<file path="src/include/pwm_pkg.sv">
// constants, field layouts and carriers for the six-bit pulse width modulator
// assumes one oscillator-rate clock and a byte-wide register port
package pwm_pkg;

  // register offsets on the byte port
  localparam logic [7:0] DUTY_OFFSET = 8'h30;
  localparam logic [7:0] CTRL_OFFSET = 8'h31;

  // counter and field widths
  localparam int COUNT_WIDTH = 6;
  localparam int PSB_WIDTH   = 4;

  // duty register bit positions
  localparam int DUTY_POL_BIT = 7;

  // control register field positions
  localparam int CTRL_PSA_HI_BIT = 5;
  localparam int CTRL_PSA_LO_BIT = 4;
  localparam int CTRL_PSB_MSB    = 3;

  // reset values
  localparam logic       POL_RESET = 1'b1;
  localparam logic [1:0] PSA_RESET = 2'h0;
  localparam logic [3:0] PSB_RESET = 4'h0;

  // prescaler a select codes
  localparam logic [1:0] PSA_OFF   = 2'h0;
  localparam logic [1:0] PSA_DIV1  = 2'h1;
  localparam logic [1:0] PSA_DIV8  = 2'h2;
  localparam logic [1:0] PSA_DIV16 = 2'h3;

  // prescaler a terminal counts (divide minus one)
  localparam logic [3:0] PSA_LAST_DIV1  = 4'h0;
  localparam logic [3:0] PSA_LAST_DIV8  = 4'h7;
  localparam logic [3:0] PSA_LAST_DIV16 = 4'hf;

  // last step of the modulus counter
  localparam logic [5:0] COUNT_LAST = 6'h3f;

  typedef struct packed {
    logic       prescale_a_sel_hi;
    logic       prescale_a_sel_lo;
    logic [3:0] prescale_b_sel;
  } clock_sel_type;

  typedef struct packed {
    logic       output_polarity;
    logic [5:0] duty;
  } duty_type;

endpackage : pwm_pkg

</file>
<file path="src/rtl/six_bit_pwm_channel.sv">
// six-bit pulse width modulator channel with buffered duty register
// assumes clock_i is the oscillator clock and bus strobes are one cycle long
//
// Behaviour
// - one channel, 64-step free-running modulus counter
// - duty zero gives 0%, 63 gives 63/64
// - polarity low with duty zero gives constant high
// - prescaler a code 00 switches everything off
// - enabled duty writes wait in buffer until period end
// - enabled control writes act on next clock
// - disabled writes go straight to active registers
// - pending contents applied together at period end
// - duty read returns active register, not buffer
// - top duty bit selects polarity, reset sets it
// - duty in low six bits, reset leaves it
// - prescaler a divides by 1, 8 or 16
// - prescaler b divides by 1 to 16
// - keeps running while processor waits
// - halted oscillator freezes channel mid-pulse
// - reset clears prescaler a, output low
//
// Strobed register access was left to the implementer.
`timescale 1ns/10ps
`default_nettype none
module six_bit_pwm_channel
(
  // clock and reset
  input  wire logic       clock_i,
  input  wire logic       arst_n_i,
  // oscillator halted in stop state
  input  wire logic       stop_i,
  // register port
  input  wire logic [7:0] addr_i,
  input  wire logic [7:0] wdata_i,
  input  wire logic       wr_i,
  input  wire logic       rd_i,
  output logic      [7:0] rdata_o,
  // modulated output
  output logic            modulator_channel_a_o
);

  pwm_pkg::clock_sel_type ctrl_reg;
  pwm_pkg::clock_sel_type ctrl_next;
  logic                   pol_reg;
  logic                   pol_next;
  logic                   pol_buf_reg;
  logic                   pol_buf_next;
  logic [5:0]             duty_reg;
  logic [5:0]             duty_next;
  logic [5:0]             duty_buf_reg;
  logic [5:0]             duty_buf_next;
  logic                   pend_reg;
  logic                   pend_next;
  logic [3:0]             a_cnt_reg;
  logic [3:0]             a_cnt_next;
  logic [3:0]             b_cnt_reg;
  logic [3:0]             b_cnt_next;
  logic [5:0]             cnt_reg;
  logic [5:0]             cnt_next;
  logic                   out_reg;
  logic                   out_next;
  logic [7:0]             rdata_reg;
  logic [7:0]             rdata_next;

  logic       enabled;
  logic       run;
  logic [3:0] a_last;
  logic       a_tick;
  logic       b_tick;
  logic       period_end;
  logic       wr_duty;
  logic       wr_ctrl;

  assign wr_duty = wr_i && (addr_i == pwm_pkg::DUTY_OFFSET);
  assign wr_ctrl = wr_i && (addr_i == pwm_pkg::CTRL_OFFSET);
  assign enabled = {ctrl_reg.prescale_a_sel_hi, ctrl_reg.prescale_a_sel_lo} != pwm_pkg::PSA_OFF;
  // no wait input: the channel ignores the processor wait state
  assign run     = enabled && !stop_i;

  always_comb
  begin
    unique case ({ctrl_reg.prescale_a_sel_hi, ctrl_reg.prescale_a_sel_lo})
      pwm_pkg::PSA_DIV8:  a_last = pwm_pkg::PSA_LAST_DIV8;
      pwm_pkg::PSA_DIV16: a_last = pwm_pkg::PSA_LAST_DIV16;
      default:            a_last = pwm_pkg::PSA_LAST_DIV1;
    endcase
  end

  assign a_tick     = run && (a_cnt_reg == a_last);
  assign b_tick     = a_tick && (b_cnt_reg == ctrl_reg.prescale_b_sel);
  assign period_end = b_tick && (cnt_reg == pwm_pkg::COUNT_LAST);

  // prescalers, modulus counter and output
  always_comb
  begin
    a_cnt_next = a_cnt_reg;
    b_cnt_next = b_cnt_reg;
    cnt_next   = cnt_reg;
    out_next   = out_reg;
    if (!enabled)
    begin
      a_cnt_next = 4'h0;
      b_cnt_next = 4'h0;
      cnt_next   = 6'h00;
      out_next   = 1'b0;
    end
    else if (!stop_i)
    begin
      a_cnt_next = a_tick ? 4'h0 : a_cnt_reg + 4'h1;
      if (a_tick)
        b_cnt_next = b_tick ? 4'h0 : b_cnt_reg + 4'h1;
      if (b_tick)
        cnt_next = cnt_reg + 6'h01;
      // active below duty, polarity picks level
      out_next = pol_reg ? (cnt_reg < duty_reg) : !(cnt_reg < duty_reg);
    end
  end

  always_ff @(posedge clock_i or negedge arst_n_i)
  begin
    if (!arst_n_i)
    begin
      a_cnt_reg <= 4'h0;
      b_cnt_reg <= 4'h0;
      cnt_reg   <= 6'h00;
      out_reg   <= 1'b0;
    end
    else
    begin
      a_cnt_reg <= a_cnt_next;
      b_cnt_reg <= b_cnt_next;
      cnt_reg   <= cnt_next;
      out_reg   <= out_next;
    end
  end

  // register file and duty buffer
  always_comb
  begin
    ctrl_next     = ctrl_reg;
    pol_next      = pol_reg;
    pol_buf_next  = pol_buf_reg;
    duty_next     = duty_reg;
    duty_buf_next = duty_buf_reg;
    pend_next     = pend_reg;
    rdata_next    = 8'h00;
    if (wr_ctrl)
      ctrl_next = wdata_i[pwm_pkg::CTRL_PSA_HI_BIT:0];
    if (!enabled)
    begin
      pend_next = 1'b0;
      if (wr_duty)
      begin
        pol_next  = wdata_i[pwm_pkg::DUTY_POL_BIT];
        duty_next = wdata_i[5:0];
      end
    end
    else
    begin
      if (period_end && pend_reg)
      begin
        pol_next  = pol_buf_reg;
        duty_next = duty_buf_reg;
        pend_next = 1'b0;
      end
      // a write in the load cycle stays pending for the next period
      if (wr_duty)
      begin
        pol_buf_next  = wdata_i[pwm_pkg::DUTY_POL_BIT];
        duty_buf_next = wdata_i[5:0];
        pend_next     = 1'b1;
      end
    end
    if (rd_i)
    begin
      if (addr_i == pwm_pkg::DUTY_OFFSET)
        rdata_next = {pol_reg, 1'b0, duty_reg};
      else if (addr_i == pwm_pkg::CTRL_OFFSET)
        rdata_next = {2'h0, ctrl_reg};
    end
  end

  always_ff @(posedge clock_i or negedge arst_n_i)
  begin
    if (!arst_n_i)
    begin
      ctrl_reg    <= {pwm_pkg::PSA_RESET, pwm_pkg::PSB_RESET};
      pol_reg     <= pwm_pkg::POL_RESET;
      pol_buf_reg <= pwm_pkg::POL_RESET;
      pend_reg    <= 1'b0;
      rdata_reg   <= 8'h00;
    end
    else
    begin
      ctrl_reg    <= ctrl_next;
      pol_reg     <= pol_next;
      pol_buf_reg <= pol_buf_next;
      pend_reg    <= pend_next;
      rdata_reg   <= rdata_next;
    end
  end

  // duty bits keep their value through reset
  always_ff @(posedge clock_i)
  begin
    duty_reg     <= duty_next;
    duty_buf_reg <= duty_buf_next;
  end

  // helper: running clocks between counter steps, for the divider check
  logic [8:0] step_len_reg;
  logic [8:0] step_len_next;
  logic       step_ok_reg;
  logic       step_ok_next;
  logic [8:0] step_div;
  logic [8:0] step_exp;

  always_comb
  begin
    step_len_next = step_len_reg;
    step_ok_next  = step_ok_reg;
    unique case ({ctrl_reg.prescale_a_sel_hi, ctrl_reg.prescale_a_sel_lo})
      pwm_pkg::PSA_DIV8:  step_div = 9'h008;
      pwm_pkg::PSA_DIV16: step_div = 9'h010;
      default:            step_div = 9'h001;
    endcase
    step_exp = step_div * ({5'h00, ctrl_reg.prescale_b_sel} + 9'h001) - 9'h001;
    // a new setting leaves one partial step, so wait for a full one
    if (!enabled || wr_ctrl)
    begin
      step_len_next = 9'h000;
      step_ok_next  = 1'b0;
    end
    else if (b_tick)
    begin
      step_len_next = 9'h000;
      step_ok_next  = 1'b1;
    end
    else if (run)
      step_len_next = step_len_reg + 9'h001;
  end

  always_ff @(posedge clock_i or negedge arst_n_i)
  begin
    if (!arst_n_i)
    begin
      step_len_reg <= 9'h000;
      step_ok_reg  <= 1'b0;
    end
    else
    begin
      step_len_reg <= step_len_next;
      step_ok_reg  <= step_ok_next;
    end
  end

  assign rdata_o               = rdata_reg;
  assign modulator_channel_a_o = out_reg;
endmodule : six_bit_pwm_channel
`default_nettype wire

</file>
<file path="config.mk">
export PLATFORM = sky130hd
export DESIGN_NAME = six_bit_pwm_channel
export DESIGN_NICKNAME = d
export VERILOG_FILES = /design/src/include/pwm_pkg.sv /design/src/rtl/six_bit_pwm_channel.sv
export SDC_FILE = /design/constraint.sdc
export NUM_CORES = 1
export LEC_CHECK = 0
export BUFFER_PORTS_ARGS = -buffer_cell sky130_fd_sc_hd__buf_2
export CAP_MARGIN = 20
export CORE_MARGIN = 4
export CORE_UTILIZATION = 55
export DETAILED_ROUTE_END_ITERATION = 7
export PLACE_DENSITY = 0.89
export SYNTH_ARGS = -nofsm -noshare
export SYNTH_HDL_FRONTEND = slang
export SYNTH_SLANG_ARGS = --single-unit
</file>
<file path="constraint.sdc">
create_clock -name clock_i -period 5.7 [get_ports clock_i]
set_input_delay 1.14 -clock clock_i [delete_from_list [all_inputs] [get_ports clock_i]]
set_output_delay 1.14 -clock clock_i [all_outputs]
set_load 0.03 [all_outputs]
</file>
### After elaboration in Yosys (flattened, before gate mapping)

Index checks and enable logic that the tools add are counted.
Widths: inputs -> output; s select.

| storage, ports and cells | value |
|---|---|
| input port bits | 21 |
| output and inout bits | 9 |
| word-level logic and storage cells | 70 |
| register bits after elaboration | 44 |

| cells by class | value |
|---|---|
| magnitude comparators | 1 |
| equal/unequal tests | 12 |
| multiplexer cells | 26 |
| add/subtract/negate cells | 3 |
| reductions and logical operators | 15 |

Operators with widths:

| cell | number |
|---|---|
| $mux 6 | 7 |
| $mux 4 | 7 |
| $eq 8x6->1 const B | 2 |
| $mux 8 | 2 |
| $mux 1 | 9 |
| $add 4x1->4 const B | 2 |
| $eq 4x4->1 | 2 |
| $pmux 4 s2 | 1 |
| $reduce_and 2->1 | 4 |
| $logic_and 1x1->1 | 7 |
| $add 6x1->6 const B | 1 |
| $eq 6x6->1 const B | 1 |
| $lt 6x6->1 | 1 |
| $ne 2x1->1 const B | 3 |
| $eq 2x2->1 const B | 2 |
| $reduce_bool 2->1 | 2 |
| $ne 3x1->1 const B | 1 |
| $logic_not 1->1 | 2 |
| $ne 2x2->1 const B | 1 |

### Logic depth before layout (Yosys ltp)

Gate-level depths: netlist (run 1).

| depth | value |
|---|---|
| depth in word-level cells | 10 |
| gate-level depth with buffers | 7 |

### Least setup slack after synthesis (run 1)

No wires, ideal clock.

| path | value |
|---|---|
| path type | input-to-reg |
| from | input addr_i[6] |
| to | register pol_reg |
| data required time | 5618 ps |
| setup time | 82 ps |
| stages on the path | 5 |
| arrival | 2933 ps |
| slack | 2684 ps |
| cell sequence | or4_1 -> nor4_1 -> nand2_1 -> o22ai_1 -> mux2_2 |

| between the ends | value |
|---|---|
| longest elaborated chain between the ends | 4 |

Ends and longest elaborated chain:

| what | RTL line | RTL |
|---|---|---|
| from (decl) | six_bit_pwm_channel.sv:33 | `input wire logic [7:0] addr_i,` |
| $eq 8x6->1 | six_bit_pwm_channel.sv:74 | `assign wr_duty = wr_i && (addr_i == pwm_pkg::DUTY_OFFSET);` |
| $logic_and 1x1->1 | six_bit_pwm_channel.sv:74 |  |
| $reduce_bool 2->1 (no source line) | n/a |  |
| $reduce_and 2->1 (no source line) | n/a |  |
| to (signal assigned) | six_bit_pwm_channel.sv:188 | `pol_reg <= pwm_pkg::POL_RESET;` |
| to (signal assigned) | six_bit_pwm_channel.sv:196 | `pol_reg <= pol_next;` |
| to (decl) | six_bit_pwm_channel.sv:44 | `logic pol_reg;` |

No other way between the ends.
A chain may end at the register's enable or synchronous reset.

### Final worst setup path (run 1)

Same ends and word-level chain as after synthesis.

==> results of run 1 <==
## synthesized netlist by cell type, drive strengths merged
master   count  share of area [%]
dfrtp       29                 35
mux2        15                8.1
edfxtp      12                 17
a21oi        9                2.7
nand2        9                2.0
nor2         9                1.6
ha           8                4.8
nand3        8                1.9
xor2         8                3.4
a22o         6                2.5
and3         6                1.8
clkbuf       6                1.1
inv          6                1.1
o21ai        6                1.4
nand4        5                1.5
or4          3                1.3
xnor2        3                1.3
a21o         2               0.72
and2         2               0.60
buf          2               0.90
dfstp        2                2.5
mux2i        2               0.96
nand2b       2               0.60
nor4         2               0.60
or3          2               0.60
a211oi       1               0.36
conb         1               0.18
nand4b       1               0.42
nor2b        1               0.30
nor3         1               0.24
nor3b        1               0.36
o2111ai      1               0.42
o22ai        1               0.30
o31ai        1               0.36
or2          1               0.30
or4b         1               0.48
## area by class of cell
class	instances	share of cell area, %
tap	48	2.52
clock buffer	5	2.89
sequential	43	47.7
timing repair buffer	29	6.30
multi-input combinational	118	36.8
clock inverter	3	2.83
inverter	6	0.944
## worst paths after layout
check,from,end,slack [ns],cells after the start
max,addr_i[6],pol_reg$_DFFE_PN1P_,2.56,6
min reg2reg,duty_reg[2]$_DFFE_PP_,rdata_o[2]$_DFF_PN0_,0.49,1
max in group asynchronous,arst_n_i,a_cnt_reg[3]$_DFFE_PN0P_,4.38,1
min,duty_reg[2]$_DFFE_PP_,rdata_o[2]$_DFF_PN0_,0.49,1
min in group asynchronous,arst_n_i,rdata_o[2]$_DFF_PN0_,0.88,1
max reg2reg,ctrl_reg[5]$_DFFE_PN0P_,pol_reg$_DFFE_PN1P_,3.04,5
## per-stage QoR
step	util, %	hold WS (ns)
floorplan	-	0.468
global route	65.1	0.526
global placement	61.4	0.477
CTS	65.1	0.493
finish	65.1	0.491
detailed placement	61.4	0.478
## cell usage in the layout (no fill, tap or decap), drive strengths merged, types with 3 or more instances in the layout
cell,synthesis,layout
dfrtp,29,29
buf,2,29
mux2,15,15
edfxtp,12,12
nor2,9,9
nand2,9,9
a21oi,9,9
xor2,8,8
nand3,8,8
ha,8,8
and3,6,6
a22o,6,6
inv,6,6
o21ai,6,6
nand4,5,5
clkbuf,6,5
xnor2,3,3
or4,3,3
## worst register-to-register path, stage by stage (launching register included)
cell and delay (ns):
sky130_fd_sc_hd__dfrtp_1 0.47, sky130_fd_sc_hd__or4_4 0.58, sky130_fd_sc_hd__a21oi_4 0.28, sky130_fd_sc_hd__nand3_1 0.19, sky130_fd_sc_hd__o22ai_1 0.65, sky130_fd_sc_hd__mux2_2 0.41
## routing by layer
layer | wire length [µm] | part of all wire, %
met5 | 0 | 0
met4 | 55 | 1.4
met3 | 237 | 5.9
met2 | 2030 | 51
met1 | 1670 | 42
## kinds of logic after synthesis
kind of cell | Yosys count
compound gates | 27
xor+xnor | 11
fa+ha+maj | 8
buf+inv | 14
flops | 43
mux | 17
other cells | 1
simple gates | 54
## power by group through the flow
| stage | logic [mW] | clock network, mW | registers [mW] |
|---|---|---|---|
| 3_3_place_gp | 0.0485 | 0 | 0.331 |
| 4_1_cts | 0.0510 | 0.280 | 0.325 |
| 6_report | 0.0507 | 0.276 | 0.325 |
| 2_1_floorplan | 0.0316 | 0 | 0.330 |
| 5_1_grt | 0.0565 | 0.297 | 0.326 |
| 3_5_place_dp | 0.0507 | 0 | 0.331 |
==> summary.txt, run 1 <==
Status
  – Outcome: finished clean

Critical path
  – Kind of start point of the critical path: input pin
  – Maximum cell stage delay along the critical path: 0.63 ns
  – Peak fanout along the critical path: 7
  – Type of element capturing the critical path: register
  – Arrival time reported for the critical path endpoint: 3.36 ns
  – Crit path required time: 5.92 ns
  – Critical path buffer and inverter count: 1
  – Worst-path cell chain: buf_2, or4_1, nor4_1, nand2_1, o22ai_1, mux2_2
  – Worst Setup Path Type: in -> reg
  – Cell at the slowest stage of the critical path: sky130_fd_sc_hd__o22ai_1
  – Crit path max-delay family: simple AND/OR/NAND/NOR gates

Clock tree
  – CTS resizes: 0
  – Maximum level of the CTS H-tree: 2
  – Clock transition at the registers of the reported paths: 0.08 ns
  – TritonCTS clock tree: built
  – Post-CTS setup repair buffer count: 0
  – Sinks on the clock net: 43
  – Skew-Pair Late Insertion Delay: 0.30 ns
  – CTS buffer count: 5
  – Clk root buf: sky130_fd_sc_hd__clkbuf_8
  – Hold buffers post-CTS: 0
  – Maximum count of clock buffers along a single path: 2

Place
  – Cell area after placement: 2250 µm²
  – Global placer's final weighted congestion: 0.924
  – Hpwl dp: 2970 µm
  – Cells after DPL: 244
  – Number of port buffers: 27
  – Place WS: 2.23 ns

Finish
  – Number of flip-flops under the largest register name: 7
  – Final-layout fill cell count: 268
  – Register Area: 1140 µm²
  – Final design area excluding fillers: 2380 µm²
  – Layout overhead on the synthesized area: 14.7%
  – Total area of multi-input combinational cells: 877 µm²
  – Number of nets in the layout: 232
  – Fraction of layout cells with a size suffix above 1: 28.4%
  – Number of cells in the finished layout apart from fillers: 252
  – Number of antenna cells inserted: 0

Yosys
  – Share of synthesized cell area in full adder, half adder and majority cells: 4.81%
  – Simple-Gate Fraction of Synth Area: 14.6%
  – Complex-gate fraction of the synthesized area: 8.84%
  – Netlist area before placement: 2080 µm²
  – Largest family of logic cells by synthesized area: simple AND/OR/NAND/NOR gates
  – Seq/Total Area, Yosys: 54.8%
  – Synthesis warning total: 0
  – Number of distinct library cells after synthesis: 40
  – #FFs+latches synth: 43
  – Syn Area/Cell: 11.9 µm²
  – Multiplexer area fraction after synthesis: 9.09%
  – Fraction of synthesized cell area in xor and xnor cells: 4.63%
  – Number of instances in the synthesized netlist: 175
  – Post-Syn Nets: 204

Timing
  – Slew margin rel.: 48.7%
  – Maximum achievable frequency: 319 MHz
  – Max-slew violation count: 0
  – RSZ-0062 raised after global routing: false
  – Setup TNS: 0 ns
  – Final setup violating endpoints: 0
  – Worst slew pin tran: 0.770 ns
  – Number of hold violations in the final report: 0
  – Share of the cycle needed by the critical path after routing: 55.0%
  – Setup ws final: 2.56 ns
  – Clock period minus worst slack: 3.14 ns
  – Max Clock Skew: 0.00689 ns

Power
  – Sw Pwr: 0.135 mW
  – Switching fraction of total power: 20.8%
  – Share of power burned in the clock network: 42.3%
  – Worst VDD drop: 186 µV
  – Reg power frac: 49.9%
  – Overall power after layout: 0.652 mW
  – Gate power share: 7.8%
  – Cell internal pwr: 0.516 mW
  – Reported leakage power: 1.14 nW
  – Power density relative to cell area: 273 nW/µm²

Floorplan
  – Floorplan die width: 69.5 µm
  – Effective utilization at floorplan: 56.8%
  – Number of rows created at floorplan: 22
  – I/O Pins: 30
  – Core region area: 3660 µm²
  – Die footprint: 4830 µm²
  – Die span in y: 69.5 µm

Global routing
  – GRT busiest layer: met2
  – GR met3 Demand/Resource: 4.93%
  – Met1 global-route usage: 22.9%
  – Vias in the first global route: 1416
  – Overall global routing resource usage: 17.7%
  – Met2 Track Usage GR: 28.9%
  – Largest net degree at the start of global routing: 32
  – Antenna violations before repair: 0
  – First-pass GRT wire length: 6770 µm
  – GR Overflow Total: 0

Drt
  – DRC viols: 0
  – Number of design-rule violations left by the first detailed-router iteration: 73
  – First-pass iteration count of the detailed router: 4
  – Post-route antenna net violation count: 0
  – Wire length per cell: 15.9 µm
  – Vias: 1465
  – Mean number of vias per cell: 5.81
  – Final routed wirelength across all metal layers: 4000 µm

Min path
  – Class of the tightest hold or removal check: reg -> reg

Flow run
  – Max-cap check violation count: 0
(Power assumes the default switching activity.)
==> inputs of run 2 (changes only) <==
CORE_UTILIZATION = 51   (was 55)
PLACE_DENSITY = 0.87   (was 0.89)
clock period = 2.8 ns   (was 5.7 ns; I/O delays follow)
==> summary.txt, run 2 (synthesis gave the netlist of run 1 again) <==
Status
  – Outcome: finished clean (unchanged)

Floorplan
  – Die span in y: 71.9 µm (was 69.5 µm)
  – Core region area: 3800 µm² (was 3660 µm²)
  – Effective utilization at floorplan: 54.7% (was 56.8%)
  – Die footprint: 5160 µm² (was 4830 µm²)
  – I/O Pins: 30 (unchanged)
  – Floorplan die width: 71.9 µm (was 69.5 µm)
  – Number of rows created at floorplan: 22 (unchanged)

Critical path
  – Arrival time reported for the critical path endpoint: 2.43 ns (was 3.36 ns)
  – Maximum cell stage delay along the critical path: 0.56 ns (was 0.63 ns)
  – Kind of start point of the critical path: register (was input pin)
  – Beginning of the critical path: a_cnt_reg[0]$_DFFE_PN0P_ (was addr_i[6])
  – Cell at the slowest stage of the critical path: sky130_fd_sc_hd__or4_4 (was sky130_fd_sc_hd__o22ai_1)
  – Crit path max-delay family: simple AND/OR/NAND/NOR gates (unchanged)
  – Type of element capturing the critical path: register (unchanged)
  – Worst Setup Path Type: reg -> reg (was in -> reg)
  – Worst-path cell chain: or4_4, a21oi_4, nand3_1, o22ai_1, buf_4 (was buf_2, or4_1, nor4_1, nand2_1, o22ai_1, mux2_2)
  – Crit path required time: 2.82 ns (was 5.92 ns)
  – Peak fanout along the critical path: 7 (unchanged)
  – Reg-to-Reg Start: a_cnt_reg[0]$_DFFE_PN0P_ (was ctrl_reg[5]$_DFFE_PN0P_)
  – Critical path buffer and inverter count: 1 (unchanged)

Timing
  – Final setup violating endpoints: 0 (unchanged)
  – Clock period minus worst slack: 2.41 ns
  – Maximum achievable frequency: 415 MHz
  – Max Clock Skew: 0.00268 ns (was 0.00689 ns)
  – Share of the cycle needed by the critical path after routing: 86.1%
  – RSZ-0062 raised after global routing: false (unchanged)
  – Slew margin rel.: 52.9% (was 48.7%)
  – Number of hold violations in the final report: 0 (unchanged)
  – Worst slew pin tran: 0.707 ns (was 0.770 ns)
  – Setup TNS: 0 ns (unchanged)
  – Max-slew violation count: 0 (unchanged)

Global routing
  – First-pass GRT wire length: 7170 µm (was 6770 µm)
  – GR Overflow Total: 0 (unchanged)
  – Vias in the first global route: 1479 (was 1416)
  – Overall global routing resource usage: 18.3% (was 17.7%)
  – Antenna violations before repair: 0 (unchanged)
  – Largest net degree at the start of global routing: 32 (unchanged)

Power
  – Sw Pwr: 0.270 mW (was 0.135 mW)
  – Power density relative to cell area: 484 nW/µm² (was 273 nW/µm²)
  – Switching fraction of total power: 23.8% (was 20.8%)
  – Reg power frac: 58.2% (was 49.9%)
  – Overall power after layout: 1.14 mW (was 0.652 mW)
  – Cell internal pwr: 0.867 mW (was 0.516 mW)
  – Share of power burned in the clock network: 32.5% (was 42.3%)
  – Reported leakage power: 1.14 nW (about the same)
  – Worst VDD drop: 351 µV (was 186 µV)
  – Gate power share: 9.4% (was 7.8%)

Finish
  – Final design area excluding fillers: 2350 µm² (was 2380 µm²)
  – Most frequent standard cell in the layout excluding fill and tap cells: sky130_fd_sc_hd__dfrtp_1 (unchanged)
  – Number of antenna cells inserted: 0 (unchanged)
  – Number of flip-flops under the largest register name: 7 (unchanged)
  – Number of nets in the layout: 235 (was 232)
  – Commonest cells after routing, fill and taps aside: sky130_fd_sc_hd__dfrtp_1, sky130_fd_sc_hd__buf_2, sky130_fd_sc_hd__mux2_2, sky130_fd_sc_hd__edfxtp_1, sky130_fd_sc_hd__nor2_1 (unchanged)
  – Layout overhead on the synthesized area: 13.1% (was 14.7%)
  – Final-layout fill cell count: 300 (was 268)
  – Fraction of layout cells with a size suffix above 1: 28.0% (was 28.4%)

Clock tree
  – Sinks on the clock net: 43 (unchanged)
  – Clk root buf: sky130_fd_sc_hd__clkbuf_8 (unchanged)
  – Maximum count of clock buffers along a single path: 2 (unchanged)
  – CTS resizes: 0 (unchanged)
  – Hold buffers post-CTS: 0 (unchanged)
  – TritonCTS clock tree: built (unchanged)
  – Post-CTS setup repair buffer count: 0 (unchanged)
  – CTS buffer count: 5 (unchanged)
  – Maximum level of the CTS H-tree: 2 (unchanged)
  – Clock transition at the registers of the reported paths: 0.07 ns (was 0.08 ns)
  – Skew-Pair Late Insertion Delay: 0.29 ns (was 0.30 ns)

Place
  – Global placer's final weighted congestion: 0.939 (was 0.924)
  – Cell area after placement: 2270 µm² (was 2250 µm²)
  – Hpwl dp: 3170 µm (was 2970 µm)
  – Number of port buffers: 27 (unchanged)

Drt
  – First-pass iteration count of the detailed router: 4 (unchanged)
  – Mean number of vias per cell: 5.84 (was 5.81)
  – Final routed wirelength across all metal layers: 4290 µm (was 4000 µm)
  – Number of design-rule violations left by the first detailed-router iteration: 85 (was 73)
  – Wire length per cell: 16.8 µm (was 15.9 µm)
  – DRC viols: 0 (unchanged)
  – Vias: 1488 (was 1465)
  – Post-route antenna net violation count: 0 (unchanged)

Flow run
  – Max-cap check violation count: 0 (unchanged)

Min path
  – Class of the tightest hold or removal check: in -> async (was reg -> reg)
-- run 2: cell types whose count changed in the layout (fill, tap and decap cells not counted), sizes merged --
cell | before | now
clkinvlp | 1 | 0
bufinv | 2 | 0
clkbuf | 5 | 6
buf | 29 | 32
clkinv | 0 | 2
-- run 2: through the flow --
stage	hold slack [ns]	setup WS [ns]	utilization [%]	instances
final	0.306	0.389	61.9	255
after global routing	0.360	0.270	61.9	255
after CTS	0.325	0.433	61.9	255
after detailed placement	0.480	0.181	59.8	247
after global placement	0.477	0.236	59.8	247
after floorplan	0.264	0.364	-	175
-- run 2: power by group through the flow --
| stage | Clock, mW | Combinational [mW] | Sequential [mW] |
|---|---|---|---|
| 4_1_cts | 0.377 | 0.106 | 0.662 |
| 3_3_place_gp | 0 | 0.102 | 0.674 |
| 3_5_place_dp | 0 | 0.106 | 0.674 |
| 5_1_grt | 0.402 | 0.117 | 0.663 |
| 6_report | 0.369 | 0.106 | 0.662 |
| 2_1_floorplan | 0 | 0.0643 | 0.671 |
-- run 2: cell type report --
class	count	area, µm²	share of cell area, %
well taps	48	60.1	2.55
multi-input cells	118	877	37.3
repair buffers	32	173	7.34
clock inverters	2	7.51	0.319
clock buffers	6	72.6	3.09
flip-flops and latches	43	1140	48.4
inverters	6	22.5	0.958
-- run 2: path summary, 6_finish.rpt --
check	end	slack, ns	cells after the start
max	duty_reg[3]$_DFFE_PP_	0.39	5
min reg2reg	rdata_o[5]$_DFF_PN0_	0.50	1
min in group clock_i	duty_buf_reg[2]$_DFFE_PP_	0.47	1
max reg2reg	duty_reg[3]$_DFFE_PP_	0.39	5
min	ctrl_reg[3]$_DFFE_PN0P_	0.31	1
max in group asynchronous	rdata_o[7]$_DFF_PN0_	2.04	1
-- run 2: per-layer routing --
layer,GRT usage (%),share of wire [%],up-vias
met1,23.4,44,754
li1,-,-,697
met4,7.52,1.8,0
met3,4.63,3.8,6
met2,29.7,50,31
met5,0,0,-
